==> src/scsc_pkg.sv <==
// Purpose: Shared constants and types for the system clock switch control block
// Assumes: 25 MHz block clock, eight source codes, byte-wide register port
// Notes:   Offsets are register indices on the plain register port
package scsc_pkg;

  // Widths
  localparam int SRC_W  = 3;
  localparam int DIV_W  = 4;
  localparam int NSRC   = 8;
  localparam int DATA_W = 8;
  localparam int ADDR_W = 4;
  localparam int TRIM_W = 6;

  // Register offsets
  localparam logic [3:0] ADDR_REQ  = 4'h0;  // clock_request_reg
  localparam logic [3:0] ADDR_CUR  = 4'h1;  // current source and divider, read only
  localparam logic [3:0] ADDR_CTRL = 4'h2;  // clock_switch_ctrl_reg
  localparam logic [3:0] ADDR_STAT = 4'h3;  // source_ready_status_reg, read only
  localparam logic [3:0] ADDR_MEN  = 4'h4;  // manual_source_enable_reg
  localparam logic [3:0] ADDR_TRIM = 4'h5;  // osc_frequency_trim
  localparam logic [3:0] ADDR_IRQS = 4'h6;  // interrupt status, write one to clear
  localparam logic [3:0] ADDR_IRQM = 4'h7;  // interrupt mask

  // Field positions
  localparam int REQ_SRC_LSB    = 4;
  localparam int REQ_DIV_LSB    = 0;
  localparam int CTRL_HOLD_BIT  = 7;
  localparam int CTRL_POLL_BIT  = 4;
  localparam int CTRL_NRDY_BIT  = 3;
  localparam int IRQ_SWDONE_BIT = 0;

  // Source codes and reset values
  localparam logic [2:0] SRC_LF    = 3'h5;
  localparam logic [2:0] SRC_HF    = 3'h6;
  localparam logic [3:0] RST_DIV   = 4'h0;
  localparam logic [5:0] TRIM_RST  = 6'h00;
  localparam logic [5:0] TRIM_SIGN = 6'h20;

  // Timing
  localparam int CLK_HZ          = 25_000_000;
  localparam int CLK_PERIOD_NS   = 40;
  localparam int LF_HZ           = 31_000;
  localparam int LF_DIV_CYC      = CLK_HZ / LF_HZ;
  localparam int TRIM_STEP_NS    = 1000;
  localparam int TRIM_STEP_CYC   = (TRIM_STEP_NS + CLK_PERIOD_NS - 1) / CLK_PERIOD_NS;
  localparam int GATE_SETTLE_CYC = 2;
  localparam int BOOT_CYC        = 2;

  // Switch sequencer states
  typedef enum logic [6:0] {
    ST_BOOT     = 7'h01,
    ST_IDLE     = 7'h02,
    ST_WAIT_RDY = 7'h04,
    ST_HELD     = 7'h08,
    ST_GATE_OFF = 7'h10,
    ST_SWITCH   = 7'h20,
    ST_GATE_ON  = 7'h40
  } scsc_state_t;

endpackage

==> src/scsc_top.sv <==
// Purpose: Oscillator trim, manual enables and glitch-free system clock source switching
// Assumes: Ready inputs and the reset source strap come from other domains
// Notes:   Clock gating is sequenced off, switched, then back on
//
// Summary of operation
// - Trim register resets to zero and holds a six-bit signed adjustment.
// - Trim 1Fh gives the highest frequency, 20h the lowest, signed order between.
// - A trim write starts a gradual shift; no completion flag exists.
// - The low-frequency source ignores the trim value entirely.
// - A 31 kHz low-frequency tick serves timer, watchdog and clock monitor.
// - Low-frequency source runs when the reset strap or new source selects it.
// - Per-source ready flags readable; manual enable register forces sources on.
// - Old clock stays in use until the requested source reports ready.
// - Already-running source or divider-only change counts as ready at once.
// - On ready, set new-source-ready and switch-done flag; interrupt if enabled.
// - A pollable source-ready bit shows readiness without the interrupt.
// - With hold clear, the switch happens as soon as new source is ready.
// - With hold set, the switch waits and the old clock keeps running.
// - In reduced CPU rate mode the switch takes the next clock cycle.
// - Sleep may be entered while a switch waits for its source.
//
// The address-and-strobe port and the register addresses are this design's own decisions.
`timescale 1ns/1ns
`default_nettype none
module scsc_top #(
  parameter int LF_DIV = scsc_pkg::LF_DIV_CYC
) (
  // Clock and reset
  input  wire logic                      clock,
  input  wire logic                      resetn,
  // Register port
  input  wire logic [scsc_pkg::ADDR_W-1:0] reg_addr,
  input  wire logic [scsc_pkg::DATA_W-1:0] reg_wdata,
  input  wire logic                      reg_wr,
  input  wire logic                      reg_rd,
  output logic      [scsc_pkg::DATA_W-1:0] reg_rdata,
  // Oscillators
  input  wire logic [scsc_pkg::NSRC-1:0]   osc_ready_async,
  input  wire logic [scsc_pkg::SRC_W-1:0]  reset_source_config,
  output logic      [scsc_pkg::NSRC-1:0]   osc_enable,
  // System clock steering
  output logic      [scsc_pkg::SRC_W-1:0]  sys_src_sel,
  output logic      [scsc_pkg::DIV_W-1:0]  sys_div_sel,
  output logic                           sys_clk_gate_en,
  output logic      [scsc_pkg::TRIM_W-1:0] hf_trim_signed,
  output logic      [scsc_pkg::TRIM_W-1:0] hf_trim_code,
  output logic                           lf_tick,
  // Power modes
  input  wire logic                      reduced_cpu_rate_mode,
  input  wire logic                      sleep_req,
  output logic                           sleep_ack,
  // Interrupt
  output logic                           irq
);

  // Synchronisers for foreign inputs
  logic [scsc_pkg::NSRC-1:0]  rdy_m_q;
  logic [scsc_pkg::NSRC-1:0]  rdy_s_q;
  logic [scsc_pkg::SRC_W-1:0] strap_m_q;
  logic [scsc_pkg::SRC_W-1:0] strap_s_q;

  // Second stage only is read by logic
  always_ff @(posedge clock) begin
    // Strap keeps sampling through reset so boot sees a settled value
    strap_m_q <= reset_source_config;
    strap_s_q <= strap_m_q;
    if (!resetn) begin
      rdy_m_q <= 8'h00;
      rdy_s_q <= 8'h00;
    end else begin
      rdy_m_q <= osc_ready_async;
      rdy_s_q <= rdy_m_q;
    end
  end

  // Control state
  scsc_pkg::scsc_state_t      state_q, state_d;
  logic [scsc_pkg::SRC_W-1:0] new_src_q, new_src_d;
  logic [scsc_pkg::DIV_W-1:0] new_div_q, new_div_d;
  logic [scsc_pkg::SRC_W-1:0] cur_src_q, cur_src_d;
  logic [scsc_pkg::DIV_W-1:0] cur_div_q, cur_div_d;
  logic [scsc_pkg::SRC_W-1:0] tgt_src_q, tgt_src_d;
  logic [scsc_pkg::DIV_W-1:0] tgt_div_q, tgt_div_d;
  logic                       hold_q, hold_d;
  logic                       nrdy_q, nrdy_d;
  logic                       gate_q, gate_d;
  logic [1:0]                 cnt_q, cnt_d;
  logic [scsc_pkg::NSRC-1:0]  men_q, men_d;
  logic                       flag_q, flag_d;
  logic                       mask_q, mask_d;
  logic [scsc_pkg::NSRC-1:0]  en_q, en_d;
  logic                       irq_q, irq_d;
  logic                       slp_q, slp_d;
  logic [scsc_pkg::DATA_W-1:0] rdata_q, rdata_d;
  logic [scsc_pkg::TRIM_W-1:0] trim_reg_q, trim_reg_d;
  logic [scsc_pkg::TRIM_W-1:0] trim_now_q, trim_now_d;
  logic [scsc_pkg::TRIM_W-1:0] trim_code_q, trim_code_d;
  logic [4:0]                  step_cnt_q, step_cnt_d;
  logic                       req_pending;
  logic                       new_rdy;
  logic                       rdy_evt;
  logic                       poll_rdy;

  // Pending if source or divider differs; copying current back abandons
  assign req_pending = (new_src_q != cur_src_q) || (new_div_q != cur_div_q);
  // Same source, or one already running, is ready straight away
  assign new_rdy  = req_pending && ((new_src_q == cur_src_q) || rdy_s_q[new_src_q]);
  assign poll_rdy = (new_src_q == cur_src_q) || rdy_s_q[new_src_q];
  assign rdy_evt  = (state_q == scsc_pkg::ST_WAIT_RDY) && new_rdy;

  // Register writes, switch sequencer, flags and reads
  always_comb begin
    state_d   = state_q;
    new_src_d = new_src_q;
    new_div_d = new_div_q;
    cur_src_d = cur_src_q;
    cur_div_d = cur_div_q;
    tgt_src_d = tgt_src_q;
    tgt_div_d = tgt_div_q;
    hold_d    = hold_q;
    nrdy_d    = nrdy_q;
    gate_d    = gate_q;
    cnt_d     = cnt_q;
    men_d     = men_q;
    mask_d    = mask_q;
    flag_d    = flag_q;
    rdata_d   = 8'h00;
    // Software writes
    if (reg_wr) begin
      case (reg_addr)
        scsc_pkg::ADDR_REQ: begin
          new_src_d = reg_wdata[scsc_pkg::REQ_SRC_LSB +: scsc_pkg::SRC_W];
          new_div_d = reg_wdata[scsc_pkg::REQ_DIV_LSB +: scsc_pkg::DIV_W];
        end
        scsc_pkg::ADDR_CTRL: hold_d = reg_wdata[scsc_pkg::CTRL_HOLD_BIT];
        scsc_pkg::ADDR_MEN:  men_d  = reg_wdata;
        scsc_pkg::ADDR_IRQS: begin
          if (reg_wdata[scsc_pkg::IRQ_SWDONE_BIT]) begin
            flag_d = 1'b0;
          end
        end
        scsc_pkg::ADDR_IRQM: mask_d = reg_wdata[scsc_pkg::IRQ_SWDONE_BIT];
        default: ;
      endcase
    end
    // Sequencer
    case (state_q)
      scsc_pkg::ST_BOOT: begin
        // Strap is only trusted once both synchroniser stages are filled
        cnt_d = cnt_q + 2'h1;
        if (cnt_q == 2'(scsc_pkg::BOOT_CYC - 1)) begin
          cur_src_d = strap_s_q;
          new_src_d = strap_s_q;
          cnt_d     = 2'h0;
          state_d   = scsc_pkg::ST_IDLE;
        end
      end
      scsc_pkg::ST_IDLE: begin
        if (req_pending) begin
          state_d = scsc_pkg::ST_WAIT_RDY;
        end
      end
      scsc_pkg::ST_WAIT_RDY: begin
        // Old clock stays selected while waiting; sleep is not blocked
        if (!req_pending) begin
          state_d = scsc_pkg::ST_IDLE;
        end else if (new_rdy) begin
          nrdy_d    = 1'b1;
          tgt_src_d = new_src_q;
          tgt_div_d = new_div_q;
          state_d   = hold_q ? scsc_pkg::ST_HELD : scsc_pkg::ST_GATE_OFF;
        end
      end
      scsc_pkg::ST_HELD: begin
        tgt_src_d = new_src_q;
        tgt_div_d = new_div_q;
        if (!req_pending) begin
          nrdy_d  = 1'b0;
          state_d = scsc_pkg::ST_IDLE;
        end else if (!hold_q) begin
          state_d = scsc_pkg::ST_GATE_OFF;
        end
      end
      scsc_pkg::ST_GATE_OFF: begin
        // Gate low for settle cycles so no clipped pulse reaches the core
        gate_d = 1'b0;
        cnt_d  = cnt_q + 2'h1;
        if (reduced_cpu_rate_mode || (cnt_q == 2'(scsc_pkg::GATE_SETTLE_CYC - 1))) begin
          cnt_d   = 2'h0;
          state_d = scsc_pkg::ST_SWITCH;
        end
      end
      scsc_pkg::ST_SWITCH: begin
        cur_src_d = tgt_src_q;
        cur_div_d = tgt_div_q;
        nrdy_d    = 1'b0;
        state_d   = scsc_pkg::ST_GATE_ON;
      end
      scsc_pkg::ST_GATE_ON: begin
        gate_d  = 1'b1;
        state_d = scsc_pkg::ST_IDLE;
      end
      default: state_d = scsc_pkg::ST_IDLE;
    endcase
    // A ready event beats a same-cycle clear
    if (rdy_evt) begin
      flag_d = 1'b1;
    end
    // Read mux, answer registered for the next cycle
    if (reg_rd) begin
      case (reg_addr)
        scsc_pkg::ADDR_REQ:  rdata_d = {1'b0, new_src_q, new_div_q};
        scsc_pkg::ADDR_CUR:  rdata_d = {1'b0, cur_src_q, cur_div_q};
        scsc_pkg::ADDR_CTRL: begin
          rdata_d[scsc_pkg::CTRL_HOLD_BIT] = hold_q;
          rdata_d[scsc_pkg::CTRL_POLL_BIT] = poll_rdy;
          rdata_d[scsc_pkg::CTRL_NRDY_BIT] = nrdy_q;
        end
        scsc_pkg::ADDR_STAT: rdata_d = rdy_s_q;
        scsc_pkg::ADDR_MEN:  rdata_d = men_q;
        scsc_pkg::ADDR_TRIM: rdata_d = {2'b00, trim_reg_q};
        scsc_pkg::ADDR_IRQS: rdata_d[scsc_pkg::IRQ_SWDONE_BIT] = flag_q;
        scsc_pkg::ADDR_IRQM: rdata_d[scsc_pkg::IRQ_SWDONE_BIT] = mask_q;
        default:             rdata_d = 8'h00;
      endcase
    end
    // Enables: manual, current, and whatever is requested
    en_d  = men_q | (8'h01 << cur_src_d) | (8'h01 << new_src_d);
    irq_d = flag_d && mask_d;
    slp_d = sleep_req;
  end

  always_ff @(posedge clock) begin
    if (!resetn) begin
      state_q   <= scsc_pkg::ST_BOOT;
      new_src_q <= scsc_pkg::SRC_HF;
      new_div_q <= scsc_pkg::RST_DIV;
      cur_src_q <= scsc_pkg::SRC_HF;
      cur_div_q <= scsc_pkg::RST_DIV;
      tgt_src_q <= scsc_pkg::SRC_HF;
      tgt_div_q <= scsc_pkg::RST_DIV;
      hold_q    <= 1'b0;
      nrdy_q    <= 1'b0;
      gate_q    <= 1'b1;
      cnt_q     <= 2'h0;
      men_q     <= 8'h00;
      flag_q    <= 1'b0;
      mask_q    <= 1'b0;
      en_q      <= 8'h00;
      irq_q     <= 1'b0;
      slp_q     <= 1'b0;
      rdata_q   <= 8'h00;
    end else begin
      state_q   <= state_d;
      new_src_q <= new_src_d;
      new_div_q <= new_div_d;
      cur_src_q <= cur_src_d;
      cur_div_q <= cur_div_d;
      tgt_src_q <= tgt_src_d;
      tgt_div_q <= tgt_div_d;
      hold_q    <= hold_d;
      nrdy_q    <= nrdy_d;
      gate_q    <= gate_d;
      cnt_q     <= cnt_d;
      men_q     <= men_d;
      flag_q    <= flag_d;
      mask_q    <= mask_d;
      en_q      <= en_d;
      irq_q     <= irq_d;
      slp_q     <= slp_d;
      rdata_q   <= rdata_d;
    end
  end

  // Trim register; applied value walks one step at a time, nothing reports arrival
  always_comb begin
    trim_reg_d = trim_reg_q;
    trim_now_d = trim_now_q;
    step_cnt_d = step_cnt_q + 5'h01;
    if (reg_wr && (reg_addr == scsc_pkg::ADDR_TRIM)) begin
      trim_reg_d = reg_wdata[scsc_pkg::TRIM_W-1:0];
    end
    if (step_cnt_q == 5'(scsc_pkg::TRIM_STEP_CYC - 1)) begin
      step_cnt_d = 5'h00;
      if ($signed(trim_now_q) < $signed(trim_reg_q)) begin
        trim_now_d = trim_now_q + 6'h01;
      end else if ($signed(trim_now_q) > $signed(trim_reg_q)) begin
        trim_now_d = trim_now_q - 6'h01;
      end
    end
    // Offset binary so 1Fh maps highest and 20h lowest
    trim_code_d = trim_now_d ^ scsc_pkg::TRIM_SIGN;
  end

  always_ff @(posedge clock) begin
    if (!resetn) begin
      trim_reg_q  <= scsc_pkg::TRIM_RST;
      trim_now_q  <= scsc_pkg::TRIM_RST;
      trim_code_q <= scsc_pkg::TRIM_SIGN;
      step_cnt_q  <= 5'h00;
    end else begin
      trim_reg_q  <= trim_reg_d;
      trim_now_q  <= trim_now_d;
      trim_code_q <= trim_code_d;
      step_cnt_q  <= step_cnt_d;
    end
  end

  // Low-frequency time base, independent of any trim
  logic [9:0] lf_cnt_q, lf_cnt_d;
  logic       lf_tick_q, lf_tick_d;

  always_comb begin
    lf_cnt_d  = lf_cnt_q + 10'h001;
    lf_tick_d = 1'b0;
    if (lf_cnt_q == 10'(LF_DIV - 1)) begin
      lf_cnt_d  = 10'h000;
      lf_tick_d = 1'b1;
    end
  end

  always_ff @(posedge clock) begin
    if (!resetn) begin
      lf_cnt_q  <= 10'h000;
      lf_tick_q <= 1'b0;
    end else begin
      lf_cnt_q  <= lf_cnt_d;
      lf_tick_q <= lf_tick_d;
    end
  end

  // Outputs, all straight from flops
  assign reg_rdata       = rdata_q;
  assign osc_enable      = en_q;
  assign sys_src_sel     = cur_src_q;
  assign sys_div_sel     = cur_div_q;
  assign sys_clk_gate_en = gate_q;
  assign hf_trim_signed  = trim_now_q;
  assign hf_trim_code    = trim_code_q;
  assign lf_tick         = lf_tick_q;
  assign sleep_ack       = slp_q;
  assign irq             = irq_q;
endmodule
`default_nettype wire

==> config.mk <==
export PLATFORM = sky130hd
export DESIGN_NAME = scsc_top
export DESIGN_NICKNAME = d
export VERILOG_FILES = /design/src/scsc_pkg.sv /design/src/scsc_top.sv
export SDC_FILE = /design/constraint.sdc
export NUM_CORES = 1
export LEC_CHECK = 0
export ABC_AREA = 1
export BUFFER_PORTS_ARGS = -buffer_cell sky130_fd_sc_hd__buf_2
export CORE_MARGIN = 2
export CORE_UTILIZATION = 40
export DETAILED_ROUTE_END_ITERATION = 7
export SLEW_MARGIN = 0
export SYNTH_ARGS = -nofsm -noshare
export SYNTH_HDL_FRONTEND = slang
export SYNTH_SLANG_ARGS = --single-unit
export TNS_END_PERCENT = 50
==> constraint.sdc <==
create_clock -name clock -period 1.85 [get_ports clock]
set_clock_uncertainty 0.05 [all_clocks]
set_input_delay 0.2775 -clock clock [delete_from_list [all_inputs] [get_ports clock]]
set_output_delay 0.2775 -clock clock [all_outputs]
set_load 0.01 [all_outputs]
==> PnR_summary.wiki <==
{| class="wikitable"
! Metric !! Value
|-
| Run status || finished clean
|-
| Number of cells on the worst hold path || 3
|-
| Post-layout minimum cycle time || 1.763 ns
|-
| Height of the die || 121.1 um
|-
| Global-route wire length before repair || 21210 um
|-
| Delay contributed by the slowest stage of the critical path || 0.34 ns
|-
| Maximum number of pins on one net before global-route repair || 51
|-
| Critical-path top delay cell || sky130_fd_sc_hd__dfxtp_2
|-
| Share of the clock period used by the worst path || 95.31%
|-
| Worst-case vdd ir drop || 783.3 uV
|-
| Initial antenna violation count || 0
|-
| Final RePlAce weighted congestion || 0.8885
|-
| Top metal layer carrying routed signals || met4
|-
| Count of final hold-check violations || 0
|-
| Half-perimeter wire length of the detailed placement result || 10130 um
|-
| Number of enable-type register cells in the synthesized netlist || 0
|-
| TritonCTS clock tree || yes
|-
| Worst slew margin relative to its limit || 62.66%
|-
| Sink count of the clock tree || 112
|-
| Largest driver fanout on the critical path || 7
|-
| Initial core utilization || 41.26%
|-
| Leak pwr || 0.003111 uW
|-
| Fill cells || 1380
|-
| Worst reg2reg path startpoint || trim_reg_q[5]$_SDFFE_PN0P_
|-
| Overall overflow remaining after global route || 0
|-
| Register bit count reported by yosys || 112
|-
| Post-layout worst setup margin || 0.08680 ns
|-
| Drt initial violations || 264
|-
| Net count after synthesis || 807
|-
| Avg Synthesized Cell Area || 7.180 um2
|-
| Routed via count || 4823
|-
| Final count of negative-setup-slack endpoints || 0
|-
| Remaining design rule violation count || 0
|-
| Actual slew at the worst max-slew pin || 0.5570 ns
|-
| Clock buffer depth || 2
|-
| Pre-antenna DRT Iters || 5
|-
| Highest clock rate || 567.2 MHz
|-
| Number of instances in the synthesized netlist || 764
|-
| HP Class || primary input to register
|-
| Number of library cell types mapped by synthesis || 48
|-
| Buffer type at the clock tree root || sky130_fd_sc_hd__clkbuf_16
|-
| Endpoint of the lowest-slack register-to-register path || hf_trim_signed[1]$_SDFFE_PN0P_
|-
| Smallest hold slack || 0.04668 ns
|-
| Fraction of final layout cells sized beyond drive strength 1 || 23.03%
|-
| Crit Path Category || register to register
|-
| Vias in the first global route || 4247
|-
| Std-Cell Rows || 42
|-
| Full die area || 14670 um2
|-
| Critical path launch point type || register
|-
| Depth of the worst register-to-register path || 10
|-
| Global router's overall resource usage || 18.54%
|-
| Proportion of synthesized flip-flops having asynchronous set or reset || 0%
|-
| Clk_lat worst skew || 0.36 ns
|-
| Core area || 13300 um2
|-
| Count of antenna diodes in the layout || 0
|-
| Cell chain of the critical path || inv_2 -> ha_4 -> nand2_2 -> nor2_2 -> nand2_1 -> nand4_1 -> nand2_4 -> or2_2 -> a21oi_1 -> nor2_1
|-
| Metal1 wirelength || 6747 um
|-
| Clock Pin Slew Worst Setup and Hold Paths || 0.07 ns
|-
| Worst Hold Path EP || rdy_m_q[0]$_SDFF_PN0_
|-
| Final sum of negative setup slack || 0 ns
|-
| H-tree depth || 3
|-
| IO Count || 68
|-
| Post-Route WL || 13440 um
|-
| Antenna-violating nets left || 0
|-
| Unrepaired setup endpoints after global routing || yes
|-
| Width of the die || 121.1 um
|-
| Top FF cell, synth || sky130_fd_sc_hd__dfxtp_1
|-
| Data arrival time of the critical path || 1.97 ns
|-
| Area added between synthesis and finish || 18.82%
|-
| Sequential area share after synthesis || 40.88%
|-
| DR WL/cell || 13.09 um
|-
| Per-cell via count in the routed design || 4.696
|-
| Count of warnings emitted by yosys || 0
|-
| Layout net count || 889
|-
| Pre-CTS setup slack || -0.04987 ns
|-
| Met2 WL || 5773 um
|-
| Crit path required time || 2.06 ns
|-
| Maximum Capacitance Violations || 0
|-
| Number of buffers added by the clock tree synthesis step || 9
|-
| Minimum setup slack among reg-to-reg paths || 0.09 ns
|-
| Startpoint of the most critical hold path || osc_ready_async[0]
|-
| Met3 Wirelength || 762 um
|-
| Number of input and output port buffers inserted || 67
|-
| Worst setup EP type || register
|-
| Final cell utilization of the core || 49.02%
|-
| Post-synthesis instance area || 5485 um2
|-
| Final count of pins violating max slew || 0
|-
| Cell area power density || 1074 nW/um2
|}
-- cells by family after synthesis --
kind of cell | after synthesis | share of synthesized area [%]
AOI/OAI and AO/OA | 106 | 11.34
xor gates and xnor gates | 11 | 2.030
adders and majority gates | 14 | 3.193
buffers and inverters | 145 | 10.70
DFF | 112 | 40.88
and+or+nand+nor | 376 | 31.87
-- cells in the mapped netlist (6+ instances only) --
| cell | n | share of area [%] |
|---|---|---|
| sky130_fd_sc_hd__nand3_1 | 56 | 5.1 |
| sky130_fd_sc_hd__buf_4 | 6 | 0.82 |
| sky130_fd_sc_hd__nand2_1 | 184 | 13 |
| sky130_fd_sc_hd__nor3_1 | 10 | 0.91 |
| sky130_fd_sc_hd__inv_2 | 11 | 0.75 |
| sky130_fd_sc_hd__dfxtp_1 | 112 | 41 |
| sky130_fd_sc_hd__xor2_1 | 8 | 1.3 |
| sky130_fd_sc_hd__nand2_2 | 16 | 1.8 |
| sky130_fd_sc_hd__inv_1 | 116 | 7.9 |
| sky130_fd_sc_hd__o21ai_0 | 29 | 2.6 |
| sky130_fd_sc_hd__a21oi_1 | 44 | 4.0 |
| sky130_fd_sc_hd__nor2_2 | 12 | 1.4 |
| sky130_fd_sc_hd__ha_1 | 14 | 3.2 |
| sky130_fd_sc_hd__nor2_1 | 68 | 4.7 |
-- worst max path at each step --
stage,startpoint,to,slack [ns],cells past startpoint
after global placement,trim_reg_q[5]$_SDFFE_PN0P_,hf_trim_signed[2]$_SDFFE_PN0P_,0.05,13
final,trim_reg_q[5]$_SDFFE_PN0P_,hf_trim_signed[1]$_SDFFE_PN0P_,0.09,10
after CTS,trim_reg_q[5]$_SDFFE_PN0P_,hf_trim_code[5]$_SDFF_PN1_,0.002,13
after global routing,trim_reg_q[5]$_SDFFE_PN0P_,hf_trim_signed[2]$_SDFFE_PN0P_,-0.03,13
after floorplan,hf_trim_signed[3]$_SDFFE_PN0P_,hf_trim_signed[1]$_SDFFE_PN0P_,0.11,10
after detailed placement,trim_reg_q[5]$_SDFFE_PN0P_,hf_trim_code[5]$_SDFF_PN1_,-0.05,13
-- power by group --
group / internal, uW / switching (uW) / total [uW]
combinational: 813 / 1560 / 2370
clock: 925 / 913 / 1840
sequential: 2630 / 163 / 2790
-- routing by layer --
| layer | track usage, % | vias to the layer above |
|---|---|---|
| met5 | 0 | - |
| met4 | 4.578 | 0 |
| met3 | 5.075 | 10 |
| met2 | 27.32 | 108 |
| met1 | 26.72 | 2129 |
| li1 | - | 2576 |
-- registers in the layout (all words and copies together), names as in the netlist, 2 cells and up, named ones only --
name	flops
cnt_q	2
hf_trim_signed	5
lf_cnt_q	10
men_q	8
new_div_q	4
new_src_q	3
osc_enable	8
rdy_m_q	8
rdy_s_q	8
reg_rdata	8
state_q	7
step_cnt_q	5
strap_m_q	3
strap_s_q	3
sys_div_sel	4
sys_src_sel	3
tgt_div_q	4
tgt_src_q	3
trim_reg_q	6
-- layout make-up --
class	instances	area, um2	area share [%]
Timing Repair Buffer	87	493.0	7.564
Sequential cell	112	2248	34.50
Clock inverter	7	56.30	0.8639
Tap cell	176	220.2	3.379
Inverter	128	488.0	7.487
Clock buffer	9	225.2	3.456
Multi-Input combinational cell	508	2786	42.75
-- critical path: cells and delay by family, from the launching register on --
family                     cells  cell delay (ns)
buffers and inverters          1             0.05
adders and majority gates      1             0.28
DFF                            1             0.34
and+or+nand+nor                7             0.80
AOI/OAI and AO/OA              1             0.13
-- cells in the final DEF (no fill, tap or decap), types with 4 or more instances in the layout --
master and instances:
sky130_fd_sc_hd__inv_2 16, sky130_fd_sc_hd__ha_4 5, sky130_fd_sc_hd__ha_1 9, sky130_fd_sc_hd__a21oi_2 5, sky130_fd_sc_hd__nand3_1 55, sky130_fd_sc_hd__xor2_1 8, sky130_fd_sc_hd__nand2_4 6, sky130_fd_sc_hd__dfxtp_2 5
sky130_fd_sc_hd__a21oi_1 44, sky130_fd_sc_hd__clkbuf_16 9, sky130_fd_sc_hd__nor2_2 14, sky130_fd_sc_hd__nor3_1 9, sky130_fd_sc_hd__or2_2 5, sky130_fd_sc_hd__buf_2 67, sky130_fd_sc_hd__nor2_1 66, sky130_fd_sc_hd__buf_4 17
sky130_fd_sc_hd__nand2_2 20, sky130_fd_sc_hd__o21ai_0 28, sky130_fd_sc_hd__nand4_1 4, sky130_fd_sc_hd__a211oi_1 4, sky130_fd_sc_hd__inv_1 110, sky130_fd_sc_hd__dfxtp_1 107, sky130_fd_sc_hd__nand2_1 177, sky130_fd_sc_hd__nand3_2 4
sky130_fd_sc_hd__o22ai_1 5, sky130_fd_sc_hd__o211ai_1 5
-- metrics by stage --
stage	total power, uW	std cells	area, um2
6_report	7000	1027	6518
5_1_grt	7451	1027	6518
4_1_cts	7041	1023	6364
3_5_place_dp	5173	1004	6042
3_3_place_gp	5163	1004	6042
2_1_floorplan	4636	764	5485
-- timing repair --
item                                    in CTS  in global routing
hold buffers                                 3                  0
buffers inserted                             0                  3
endpoints found under the setup margin       7                  9
resized for setup                            4                 31
hold endpoints to repair                     3                  0
pin swaps                                    0                 10
gates cloned                                 0                  1
No activity file was read; power rests on OpenSTA's default activity.
